[config.mk]
export PLATFORM = sky130hd
export DESIGN_NAME = dte_discovery_status_bits
export DESIGN_NICKNAME = d
export VERILOG_FILES = /design/src/rtl/trim_pkg.sv /design/src/rtl/sticky_flag.sv /design/src/rtl/dte_discovery_status_bits.sv
export SDC_FILE = /design/constraint.sdc
export NUM_CORES = 1
export LEC_CHECK = 0
export ABC_AREA = 1
export BUFFER_PORTS_ARGS = -buffer_cell sky130_fd_sc_hd__buf_2
export CORE_UTILIZATION = 35
export DETAILED_ROUTE_END_ITERATION = 16
export HOLD_SLACK_MARGIN = 0.1
export MAX_ROUTING_LAYER = met4
export SLEW_MARGIN = 20
export SYNTH_ARGS = -nofsm -noshare
export SYNTH_HDL_FRONTEND = slang
export SYNTH_SLANG_ARGS = --single-unit
[constraint.sdc]
create_clock -name clk -period 2.5 [get_ports clk]
set_input_delay 0.25 -clock clk [delete_from_list [all_inputs] [get_ports clk]]
set_output_delay 0.25 -clock clk [all_outputs]
set_load 0.05 [all_outputs]
[src/rtl/trim_pkg.sv]
// Overview of operation
// (RULE1) remote power found bit reports discovered terminal
// (RULE2) power found only valid with autoneg enabled
// (RULE3) standard partner bit set on ordinary partner
// (RULE4) reading register clears partner and timer bits
// (RULE5) timer bit set on expiry with partner
// (RULE6) software ignores timer bit without partner bit
// (RULE7) two low bits reserved, read zero
// (RULE8) strap defaults sampled at every hardware reset
// (RULE9) rise time field resets from edge straps
// (RULE10) auto crossover enable resets from its strap
// (RULE11) crossover select resets from its strap
// (RULE12) discovery runs only while enable bit set
// (RULE13) select ignored under auto crossover; swaps pairs
package trim_pkg;
    localparam logic [4:0] TRIM_REG_ADDR = 5'h1b;
    localparam int PREAMBLE_LEN = 32;
    localparam int ADDR_BITS = 10;
    localparam int DATA_BITS = 16;
    localparam logic [1:0] OP_READ = 2'h2;
    localparam logic [1:0] OP_WRITE = 2'h1;
    localparam int RISE_LO = 10;
    localparam int AUTO_XOVER_BIT = 9;
    localparam int XOVER_BIT = 8;
    localparam int ANALOG_LOOP_BIT = 7;
    localparam int DISC_EN_BIT = 6;
    localparam int SPEEDUP_BIT = 5;
    localparam int POWER_FOUND_BIT = 4;
    localparam int PARTNER_BIT = 3;
    localparam int TIMER_BIT = 2;
    localparam logic ANALOG_LOOP_RST = 1'b0;
    localparam logic DISC_EN_RST = 1'b0;
    localparam logic SPEEDUP_RST = 1'b0;
    localparam logic [15:0] READ_IMAGE_ZERO = 16'h0000;
    typedef enum logic [5:0] {
        ST_IDLE  = 6'h01,
        ST_START = 6'h02,
        ST_OP    = 6'h04,
        ST_ADDR  = 6'h08,
        ST_TA    = 6'h10,
        ST_DATA  = 6'h20
    } frame_state_t;
endpackage

[src/rtl/sticky_flag.sv]
`timescale 1ns/1ps
module sticky_flag (
    // clock and reset
    input wire logic clk,
    input wire logic rst,
    // event and clear
    input wire logic set,
    input wire logic clear,
    // held flag
    output logic flag
);
    // set wins over a clear in the same cycle
    always_ff @(posedge clk) begin
        if (rst) begin
            flag <= 1'b0;
        end else if (set) begin
            flag <= 1'b1;
        end else if (clear) begin
            flag <= 1'b0;
        end
    end
endmodule

[src/rtl/dte_discovery_status_bits.sv]
`timescale 1ns/1ps
module dte_discovery_status_bits (
    // clock and reset
    input wire logic clk,
    input wire logic rst,
    // management serial port
    input wire logic mdc,
    input wire logic mdio_in,
    output logic mdio_out,
    output logic mdio_oe_n,
    input wire logic [4:0] phy_addr,
    // strap pins
    input wire logic [1:0] tx_edge_rate_straps,
    input wire logic auto_crossover_strap,
    input wire logic crossover_strap,
    // discovery and link status
    input wire logic auto_neg_enable,
    input wire logic remote_power_found_in,
    input wire logic standard_partner_evt,
    input wire logic inhibit_timer_evt,
    input wire logic link_established,
    input wire logic auto_crossover_swap,
    // control and status outputs
    output logic [1:0] tx_rise_time,
    output logic auto_crossover_enable,
    output logic crossover_select,
    output logic analog_loopback,
    output logic loopback_speedup,
    output logic discovery_enable,
    output logic tx_on_pair_b,
    output logic remote_power_found,
    output logic standard_partner_found,
    output logic inhibit_timer_expired
);
    trim_pkg::frame_state_t state;
    logic mdc_q;
    logic mdc_rise;
    logic [5:0] pre_cnt;
    logic [4:0] bit_cnt;
    logic [1:0] op;
    logic [9:0] addr_shift;
    logic [15:0] shift;
    logic hit;
    logic rd_clear;
    logic wr_stb;
    logic [15:0] wr_data;
    logic [15:0] read_image;
    logic [1:0] flag_set;
    logic [1:0] flag_clr;
    logic [1:0] flags;

    assign mdc_rise = mdc & ~mdc_q;

    always_ff @(posedge clk) begin
        if (rst) begin
            mdc_q <= 1'b0;
        end else begin
            mdc_q <= mdc;
        end
    end

    // (RULE7) reserved bits read zero
    always_comb begin
        read_image = trim_pkg::READ_IMAGE_ZERO;
        read_image[trim_pkg::RISE_LO +: 2] = tx_rise_time;
        read_image[trim_pkg::AUTO_XOVER_BIT] = auto_crossover_enable;
        read_image[trim_pkg::XOVER_BIT] = crossover_select;
        read_image[trim_pkg::ANALOG_LOOP_BIT] = analog_loopback;
        read_image[trim_pkg::DISC_EN_BIT] = discovery_enable;
        read_image[trim_pkg::SPEEDUP_BIT] = loopback_speedup;
        read_image[trim_pkg::POWER_FOUND_BIT] = remote_power_found;
        read_image[trim_pkg::PARTNER_BIT] = standard_partner_found;
        read_image[trim_pkg::TIMER_BIT] = inhibit_timer_expired;
    end

    // frame engine, sampling and driving on mdc rise
    always_ff @(posedge clk) begin
        if (rst) begin
            state <= trim_pkg::ST_IDLE;
            pre_cnt <= 6'h00;
            bit_cnt <= 5'h00;
            op <= 2'h0;
            addr_shift <= 10'h000;
            shift <= 16'h0000;
            hit <= 1'b0;
            rd_clear <= 1'b0;
            wr_stb <= 1'b0;
            wr_data <= 16'h0000;
            mdio_out <= 1'b1;
            mdio_oe_n <= 1'b1;
        end else begin
            rd_clear <= 1'b0;
            wr_stb <= 1'b0;
            if (mdc_rise) begin
                case (state)
                    trim_pkg::ST_IDLE: begin
                        if (mdio_in) begin
                            if (pre_cnt != 6'(trim_pkg::PREAMBLE_LEN)) begin
                                pre_cnt <= pre_cnt + 6'h01;
                            end
                        end else begin
                            if (pre_cnt == 6'(trim_pkg::PREAMBLE_LEN)) begin
                                state <= trim_pkg::ST_START;
                            end
                            pre_cnt <= 6'h00;
                        end
                    end
                    trim_pkg::ST_START: begin
                        bit_cnt <= 5'h00;
                        state <= mdio_in ? trim_pkg::ST_OP : trim_pkg::ST_IDLE;
                    end
                    trim_pkg::ST_OP: begin
                        op <= {op[0], mdio_in};
                        bit_cnt <= bit_cnt + 5'h01;
                        if (bit_cnt == 5'h01) begin
                            bit_cnt <= 5'h00;
                            if ({op[0], mdio_in} == trim_pkg::OP_READ ||
                                {op[0], mdio_in} == trim_pkg::OP_WRITE) begin
                                state <= trim_pkg::ST_ADDR;
                            end else begin
                                state <= trim_pkg::ST_IDLE;
                            end
                        end
                    end
                    trim_pkg::ST_ADDR: begin
                        addr_shift <= {addr_shift[8:0], mdio_in};
                        bit_cnt <= bit_cnt + 5'h01;
                        if (bit_cnt == 5'(trim_pkg::ADDR_BITS - 1)) begin
                            bit_cnt <= 5'h00;
                            state <= trim_pkg::ST_TA;
                            hit <= (addr_shift[8:4] == phy_addr) &&
                                   ({addr_shift[3:0], mdio_in} == trim_pkg::TRIM_REG_ADDR);
                            if ((addr_shift[8:4] == phy_addr) &&
                                ({addr_shift[3:0], mdio_in} == trim_pkg::TRIM_REG_ADDR) &&
                                op == trim_pkg::OP_READ) begin
                                // (RULE4) snapshot then clear on read
                                shift <= read_image;
                                rd_clear <= 1'b1;
                            end
                        end
                    end
                    trim_pkg::ST_TA: begin
                        bit_cnt <= bit_cnt + 5'h01;
                        if (bit_cnt == 5'h00) begin
                            if (hit && op == trim_pkg::OP_READ) begin
                                mdio_out <= 1'b0;
                                mdio_oe_n <= 1'b0;
                            end
                        end else begin
                            bit_cnt <= 5'h00;
                            state <= trim_pkg::ST_DATA;
                            if (hit && op == trim_pkg::OP_READ) begin
                                mdio_out <= shift[15];
                                shift <= {shift[14:0], 1'b0};
                            end
                        end
                    end
                    trim_pkg::ST_DATA: begin
                        bit_cnt <= bit_cnt + 5'h01;
                        if (op == trim_pkg::OP_READ) begin
                            mdio_out <= shift[15];
                            shift <= {shift[14:0], 1'b0};
                        end else begin
                            shift <= {shift[14:0], mdio_in};
                        end
                        if (bit_cnt == 5'(trim_pkg::DATA_BITS - 1)) begin
                            state <= trim_pkg::ST_IDLE;
                            pre_cnt <= 6'h00;
                            mdio_out <= 1'b1;
                            mdio_oe_n <= 1'b1;
                            if (hit && op == trim_pkg::OP_WRITE) begin
                                wr_stb <= 1'b1;
                                wr_data <= {shift[14:0], mdio_in};
                            end
                        end
                    end
                    default: begin
                        state <= trim_pkg::ST_IDLE;
                        pre_cnt <= 6'h00;
                        mdio_oe_n <= 1'b1;
                    end
                endcase
            end
        end
    end

    // writable fields; straps reload on every reset
    always_ff @(posedge clk) begin
        if (rst) begin
            // (RULE8) strap sampling at reset
            // (RULE9) rise time from straps
            tx_rise_time <= tx_edge_rate_straps;
            // (RULE10) auto crossover from strap
            auto_crossover_enable <= auto_crossover_strap;
            // (RULE11) select from strap
            crossover_select <= crossover_strap;
            analog_loopback <= trim_pkg::ANALOG_LOOP_RST;
            // (RULE12) discovery off after reset
            discovery_enable <= trim_pkg::DISC_EN_RST;
            loopback_speedup <= trim_pkg::SPEEDUP_RST;
        end else if (wr_stb) begin
            tx_rise_time <= wr_data[trim_pkg::RISE_LO +: 2];
            auto_crossover_enable <= wr_data[trim_pkg::AUTO_XOVER_BIT];
            crossover_select <= wr_data[trim_pkg::XOVER_BIT];
            analog_loopback <= wr_data[trim_pkg::ANALOG_LOOP_BIT];
            discovery_enable <= wr_data[trim_pkg::DISC_EN_BIT];
            loopback_speedup <= wr_data[trim_pkg::SPEEDUP_BIT];
        end
    end

    // (RULE13) effective pair selection
    always_ff @(posedge clk) begin
        if (rst) begin
            tx_on_pair_b <= 1'b0;
        end else begin
            tx_on_pair_b <= auto_crossover_enable ? auto_crossover_swap : crossover_select;
        end
    end

    // (RULE1) power found gated by enables
    // (RULE2) needs autoneg enabled
    always_ff @(posedge clk) begin
        if (rst) begin
            remote_power_found <= 1'b0;
        end else begin
            remote_power_found <= remote_power_found_in & auto_neg_enable & discovery_enable;
        end
    end

    // (RULE3) partner set on event
    // (RULE5) timer set only with partner seen
    assign flag_set[0] = standard_partner_evt & discovery_enable;
    // partner term from the live flag, so a read that just cleared it is honoured
    assign flag_set[1] = inhibit_timer_evt & discovery_enable &
                         ((flags[0] & ~flag_clr[0]) | flag_set[0]);
    assign flag_clr[0] = rd_clear;
    assign flag_clr[1] = rd_clear | link_established;

    genvar gi;
    generate
        for (gi = 0; gi < 2; gi = gi + 1) begin : g_flag
            sticky_flag u_flag (
                .clk(clk),
                .rst(rst),
                .set(flag_set[gi]),
                .clear(flag_clr[gi]),
                .flag(flags[gi])
            );
        end
    endgenerate

    always_ff @(posedge clk) begin
        if (rst) begin
            standard_partner_found <= 1'b0;
            inhibit_timer_expired <= 1'b0;
        end else begin
            standard_partner_found <= flags[0];
            inhibit_timer_expired <= flags[1];
        end
    end
endmodule

======== Yosys cells after proc, flatten, opt, wreduce, memory -nomap -nowiden ========
Index checks and enable logic that the tools add are counted.
storage, ports and cells
  register bits ........................... 75
  latch bits .............................. 0
  bits in writable memories ............... 0
  bits in read-only memories .............. 0
  word-level logic and storage cells ...... 144
  memories ................................ 0
operators by class
  add/subtract/negate cells ............... 2
  multipliers ............................. 0
  div/mod/pow operators ................... 0
  $lt $le $gt $ge ......................... 0
  eq/ne operators ......................... 28
  shifts and indexed selects .............. 0
  mux-type cells .......................... 45
  bitwise gates (word level) .............. 18
  reductions and logical operators ........ 26
operators with widths
  operator                                                          number
  16-bit two-way mux                                                4
  6-bit two-way mux                                                 9
  16-bit one-hot mux with 3 select lines                            1
  6-bit one-hot mux with 6 select lines                             1
  5-bit one-hot mux with 5 select lines                             1
  1-bit two-way mux                                                 19
  2-bit != test (second input constant)                             9
  6-bit one-hot mux with 3 select lines                             1
  4-bit OR reduction                                                4
  5-bit two-way mux                                                 3
  6-bit == test (second input constant)                             2
  4-bit AND reduction                                               3
  5-bit by 4-bit == test with 1-bit output (second input constant)  2
  1-bit inverter                                                    9
  2-bit nonzero test                                                4
  1-bit AND                                                         7
  7-bit AND reduction                                               1
  6-bit by 1-bit adder with 6-bit output (second input constant)    1
  6-bit by 1-bit == test with 1-bit output (second input constant)  1
  6-bit by 2-bit == test with 1-bit output (second input constant)  1
  6-bit by 3-bit == test with 1-bit output (second input constant)  1
  6-bit by 4-bit == test with 1-bit output (second input constant)  1
  6-bit by 5-bit == test with 1-bit output (second input constant)  1
  3-bit != test (second input constant)                             2
  other kinds (22)                                                  31

======== Logic depth before layout (Yosys ltp) ========
  word-level depth ........................ 6
  gate-level depth with buffers ........... 12
  depth with buffers taken out ............ 12

======== By module ========
From an unflattened synthesis, not the netlist that was laid out.
unflattened totals
  cells, all modules ...................... 555
  area total of the unflattened synthesis .. 3703.6 um^2
by module, submodules not included
  module                     times used  cells each  area each (um^2)  seq. area each (um^2)
  dte_discovery_status_bits  1           545         3623.5            1401.3
  sticky_flag                2           5           40.0              20.0

======== Worst setup path after synthesis ========
OpenSTA, ideal clock, no wires.
  path kind ............................... flip-flop to flip-flop
  start ................................... register bit_cnt[0]
  end ..................................... register pre_cnt[3]
  setup time .............................. 0.132 ns
  data arrival time ....................... 1.522 ns
  path slack .............................. 0.845 ns
  stages on the path, launching flop included .. 10
  cell sequence ........................... dfxtp_1 -> ha_1 -> nand2_1 -> nor2_1 -> ha_1 -> o21ai_1 -> a21oi_2 -> nand2_1 -> nand2_1 -> a21oi_1
on the way
  cells in the longest elaborated chain, start to end .. 3
ends and longest elaborated chain
  what                                      line                              RTL
  from (decl)                               dte_discovery_status_bits.sv:39   logic [4:0] bit_cnt;
  from (signal assigned)                    dte_discovery_status_bits.sv:114  bit_cnt <= bit_cnt + 5'h01;
  from (signal assigned)                    dte_discovery_status_bits.sv:127  bit_cnt <= bit_cnt + 5'h01;
  from (signal assigned)                    dte_discovery_status_bits.sv:143  bit_cnt <= bit_cnt + 5'h01;
  5-bit by 4-bit == test with 1-bit output  dte_discovery_status_bits.sv:166  if (bit_cnt == 5'(trim_pkg::DATA_BITS - 1)) begin
  2-bit != test (no source line)            --
  4-bit AND reduction (no source line)      --
  to (signal assigned)                      dte_discovery_status_bits.sv:99   pre_cnt <= pre_cnt + 6'h01;
  to (decl)                                 dte_discovery_status_bits.sv:38   logic [5:0] pre_cnt;
No other way between the ends.
A chain may end at the register's enable or synchronous reset.

======== Final worst setup path ========
  start ................................... register bit_cnt[0]
  end ..................................... register pre_cnt[1]
The elaborated chain is that of the path after synthesis.

==> flow_summary.ini <==
[cts]
clock_latency_ns = 0.34
numCtsBuffers = 9
post-cts-setup-buffers = 0
cts_tree = built
clockRootBuffer = clkbuf_8
htree_levels = 3
clock_sinks = 70
clkTransAtPathRegs_ns = 0.08
clockBufferDepth = 2
cts_hold_buf = 1
post_cts_resized = 0

[setup_path]
start_kind = flip-flop
slowest_delay_ns = 0.40
critPathSlowestCell = dfxtp_1
endpoint_kind = flip-flop
worstSetupEndpoint = pre_cnt[1]
r2r_start = bit_cnt[0]
path_max_fanout = 9
startpoint = bit_cnt[0]
r2r-end = pre_cnt[1]
cpMostUsedCell = nand2_1
crit_required_ns = 2.78
reg2reg_depth = 10
cp.arrival_ns = 2.24
reg2reg_slack_ns = 0.54
crit_type = flip-flop to flip-flop
crit_path_cell_trace = ha_1 -> nand2_1 -> nor2_1 -> ha_1 -> o21ai_1 -> a21oi_2 -> nand2_1 -> nand2_1 -> nand2_1 -> nor2_1

[pwr]
switching_share = 0.3592
power_density_nw_per_um2 = 719.7
p_leak_nw = 1.683
p_seq_frac = 0.453
pwr-share-comb = 0.252
clockPowerShare = 0.295
p_sw_w = 0.001020
ir_worst_vdd_v = 0.0004265
power.internal_w = 0.001819

[placed_design]
dp_hpwl_um = 5341
place_area_sq_um = 3752
portBuffers = 31
place_congestion = 0.8874

[routing]
vias = 3212
wl_met2_um = 3597
highest_layer = met4
met3WireLength_um = 244
route.detailed.drc = 0
vias_per_cell = 4.787
wire_per_inst_um = 11.36
drt_iter0_markers = 141
wl_um = 7625
drt_first_pass_iters = 4
postRouteAntennaNets = 0
wl_met1_um = 3666

[global_routing]
grt_pass1_vias = 2998
grt_use_total = 0.1678
grt_pass1_wl_um = 13330
antenna_found_initial = 0
grt_max_degree = 33
grt_overflow = 0

[synth]
ys_seq_area_frac = 0.4150
synthDistinctLibCells = 33
ys_ff_latch = 70
synth.avg_cell_area_sq_um = 6.864
ys_warn_count = 0
netlist_top_cells_area = dfxtp_1 38%, nand2_1 10%, nor2_1 9.2%
syn_nets = 531
synth_top_area_share = 0.3804
synth.largest_area_cell = dfxtp_1
synthCells = 506
synth.cell_area_sq_um = 3473

[sta]
finClkSkew_ns = 0.007519
finalSetupViolCount = 0
fin_crit_ns = 1.959
fmax_mhz = 510.6
hold_viol_final = 0
rsz0062_at_grt = no
tightest_slew_ns = 0.5865
finalCritPeriodShare = 0.7834
drv_slew = 0
slew_headroom = 0.6086
fin_tns_setup_ns = 0

[floorplan]
rows = 35
dieWidth_um = 101.6
ioPinCount = 32
die_area_sq_um = 10330
start_util = 0.3689
fp.dieH_um = 101.6
core_sq_um = 9415

[layout]
n_fill_cell = 992
final_area_sq_um = 3945
area_growth_pct = 13.58
seqCellArea_sq_um = 1441
multi_input_area_sq_um = 1717
drive_above_1_share = 0.1347
antenna_cells = 0
final_nets = 562

[hold_path]
hp-start = mdc
min_path_type = input port to flip-flop

[status]
outcome = finished clean

[flow_run]
maxCapViolations = 0
## cells in the mapped netlist (all sizes together)
master   n
a211oi   1
a21oi   58
a31oi    1
buf      9
clkbuf  10
dfxtp   66
edfxtp   4
ha       6
inv     60
nand2   94
nand3   46
nand3b   1
nand4    5
nor2    95
nor3     5
o211ai   1
o21ai   34
o21bai   2
o22ai    1
o31ai    2
o41ai    1
or2      1
xor2     3
## metal layers
layer,vias to the layer above,track usage
met1,1444,0.2012
met5,-,-
met2,63,0.2687
li1,1695,-
met4,0,0.08361
met3,10,0.03175
## per-stage QoR
stage	hold WS (ns)	instances	util	setup WS, ns	total power (W)
floorplan	0.3394	506	-	0.8453	0.001870
global route	0.1383	671	0.4190	0.3150	0.003031
global placement	0.4261	654	0.3985	0.6355	0.002010
detailed placement	0.4313	654	0.3985	0.5630	0.002021
finish	0.1269	671	0.4190	0.5414	0.002839
CTS	0.1127	671	0.4190	0.5506	0.002873
## worst max-delay path, delay by kind of cell (launching register included)
family	cells	cell delay, ns
simple gates	6	0.59
flops	1	0.40
fa+ha+maj	2	0.47
compound gates	2	0.46
## kinds of logic after synthesis
family | count (synthesis) | share of synthesized area
buffers and inverters | 79 | 0.09078
flip-flops | 70 | 0.4150
AO/OA/AOI/OAI | 101 | 0.1527
XOR/XNOR | 3 | 0.007566
adder cells (fa/ha/maj) | 6 | 0.02161
AND/OR/NAND/NOR | 247 | 0.3123
## worst min-delay path by stage
| stage | end | cells after the start |
|---|---|---|
| 5_1_grt | mdc_q | 3 |
| 4_1_cts | mdc_q | 3 |
| 3_3_place_gp | mdio_oe_n | 2 |
| 6_report | mdc_q | 3 |
| 2_1_floorplan | g_flag[1].u_flag.flag | 1 |
| 3_5_place_dp | mdio_oe_n | 2 |
## placed cells by master (no fill, tap or decap), drive strengths merged, types with 2 or more instances in the layout
cell type / count
o21bai: 2
xor2: 3
inv: 61
buf: 38
nor2: 95
o31ai: 2
ha: 6
clkinvlp: 3
clkbuf: 10
a21oi: 58
nand4: 5
clkinv: 2
nand3: 46
o21ai: 34
nand2: 94
dfxtp: 66
edfxtp: 4
nor3: 5
## power by group through the flow
stage	Combinational, W	Clock, W	Sequential [W]
final	0.000714	0.000839	0.00129
after floorplan	0.000527	0	0.00134
after global routing	0.000806	0.000924	0.00130
after detailed placement	0.000708	0	0.00131
after CTS	0.000712	0.000874	0.00129
after global placement	0.000701	0	0.00131
## layout make-up
| cell class | instances | area share |
|---|---|---|
| Tap cell | 129 | 0.04091 |
| Multi-Input combinational cell | 357 | 0.4351 |
| Timing Repair Buffer | 39 | 0.05519 |
| Sequential cell | 70 | 0.3654 |
| Inverter | 60 | 0.05709 |
| Clock buffer | 10 | 0.03489 |
| Clock inverter | 6 | 0.01142 |
## flip-flops by register name, indices dropped and copies added, names as in the netlist, 2 cells and up
| signal | flops |
|---|---|
| state | 6 |
| wr_data | 7 |
| tx_rise_time | 2 |
| shift | 16 |
| addr_shift | 9 |
| pre_cnt | 6 |
| op | 2 |
| bit_cnt | 5 |
| g_flag.u_flag.flag | 2 |
Note: power is estimated with default switching activity, not from simulation.
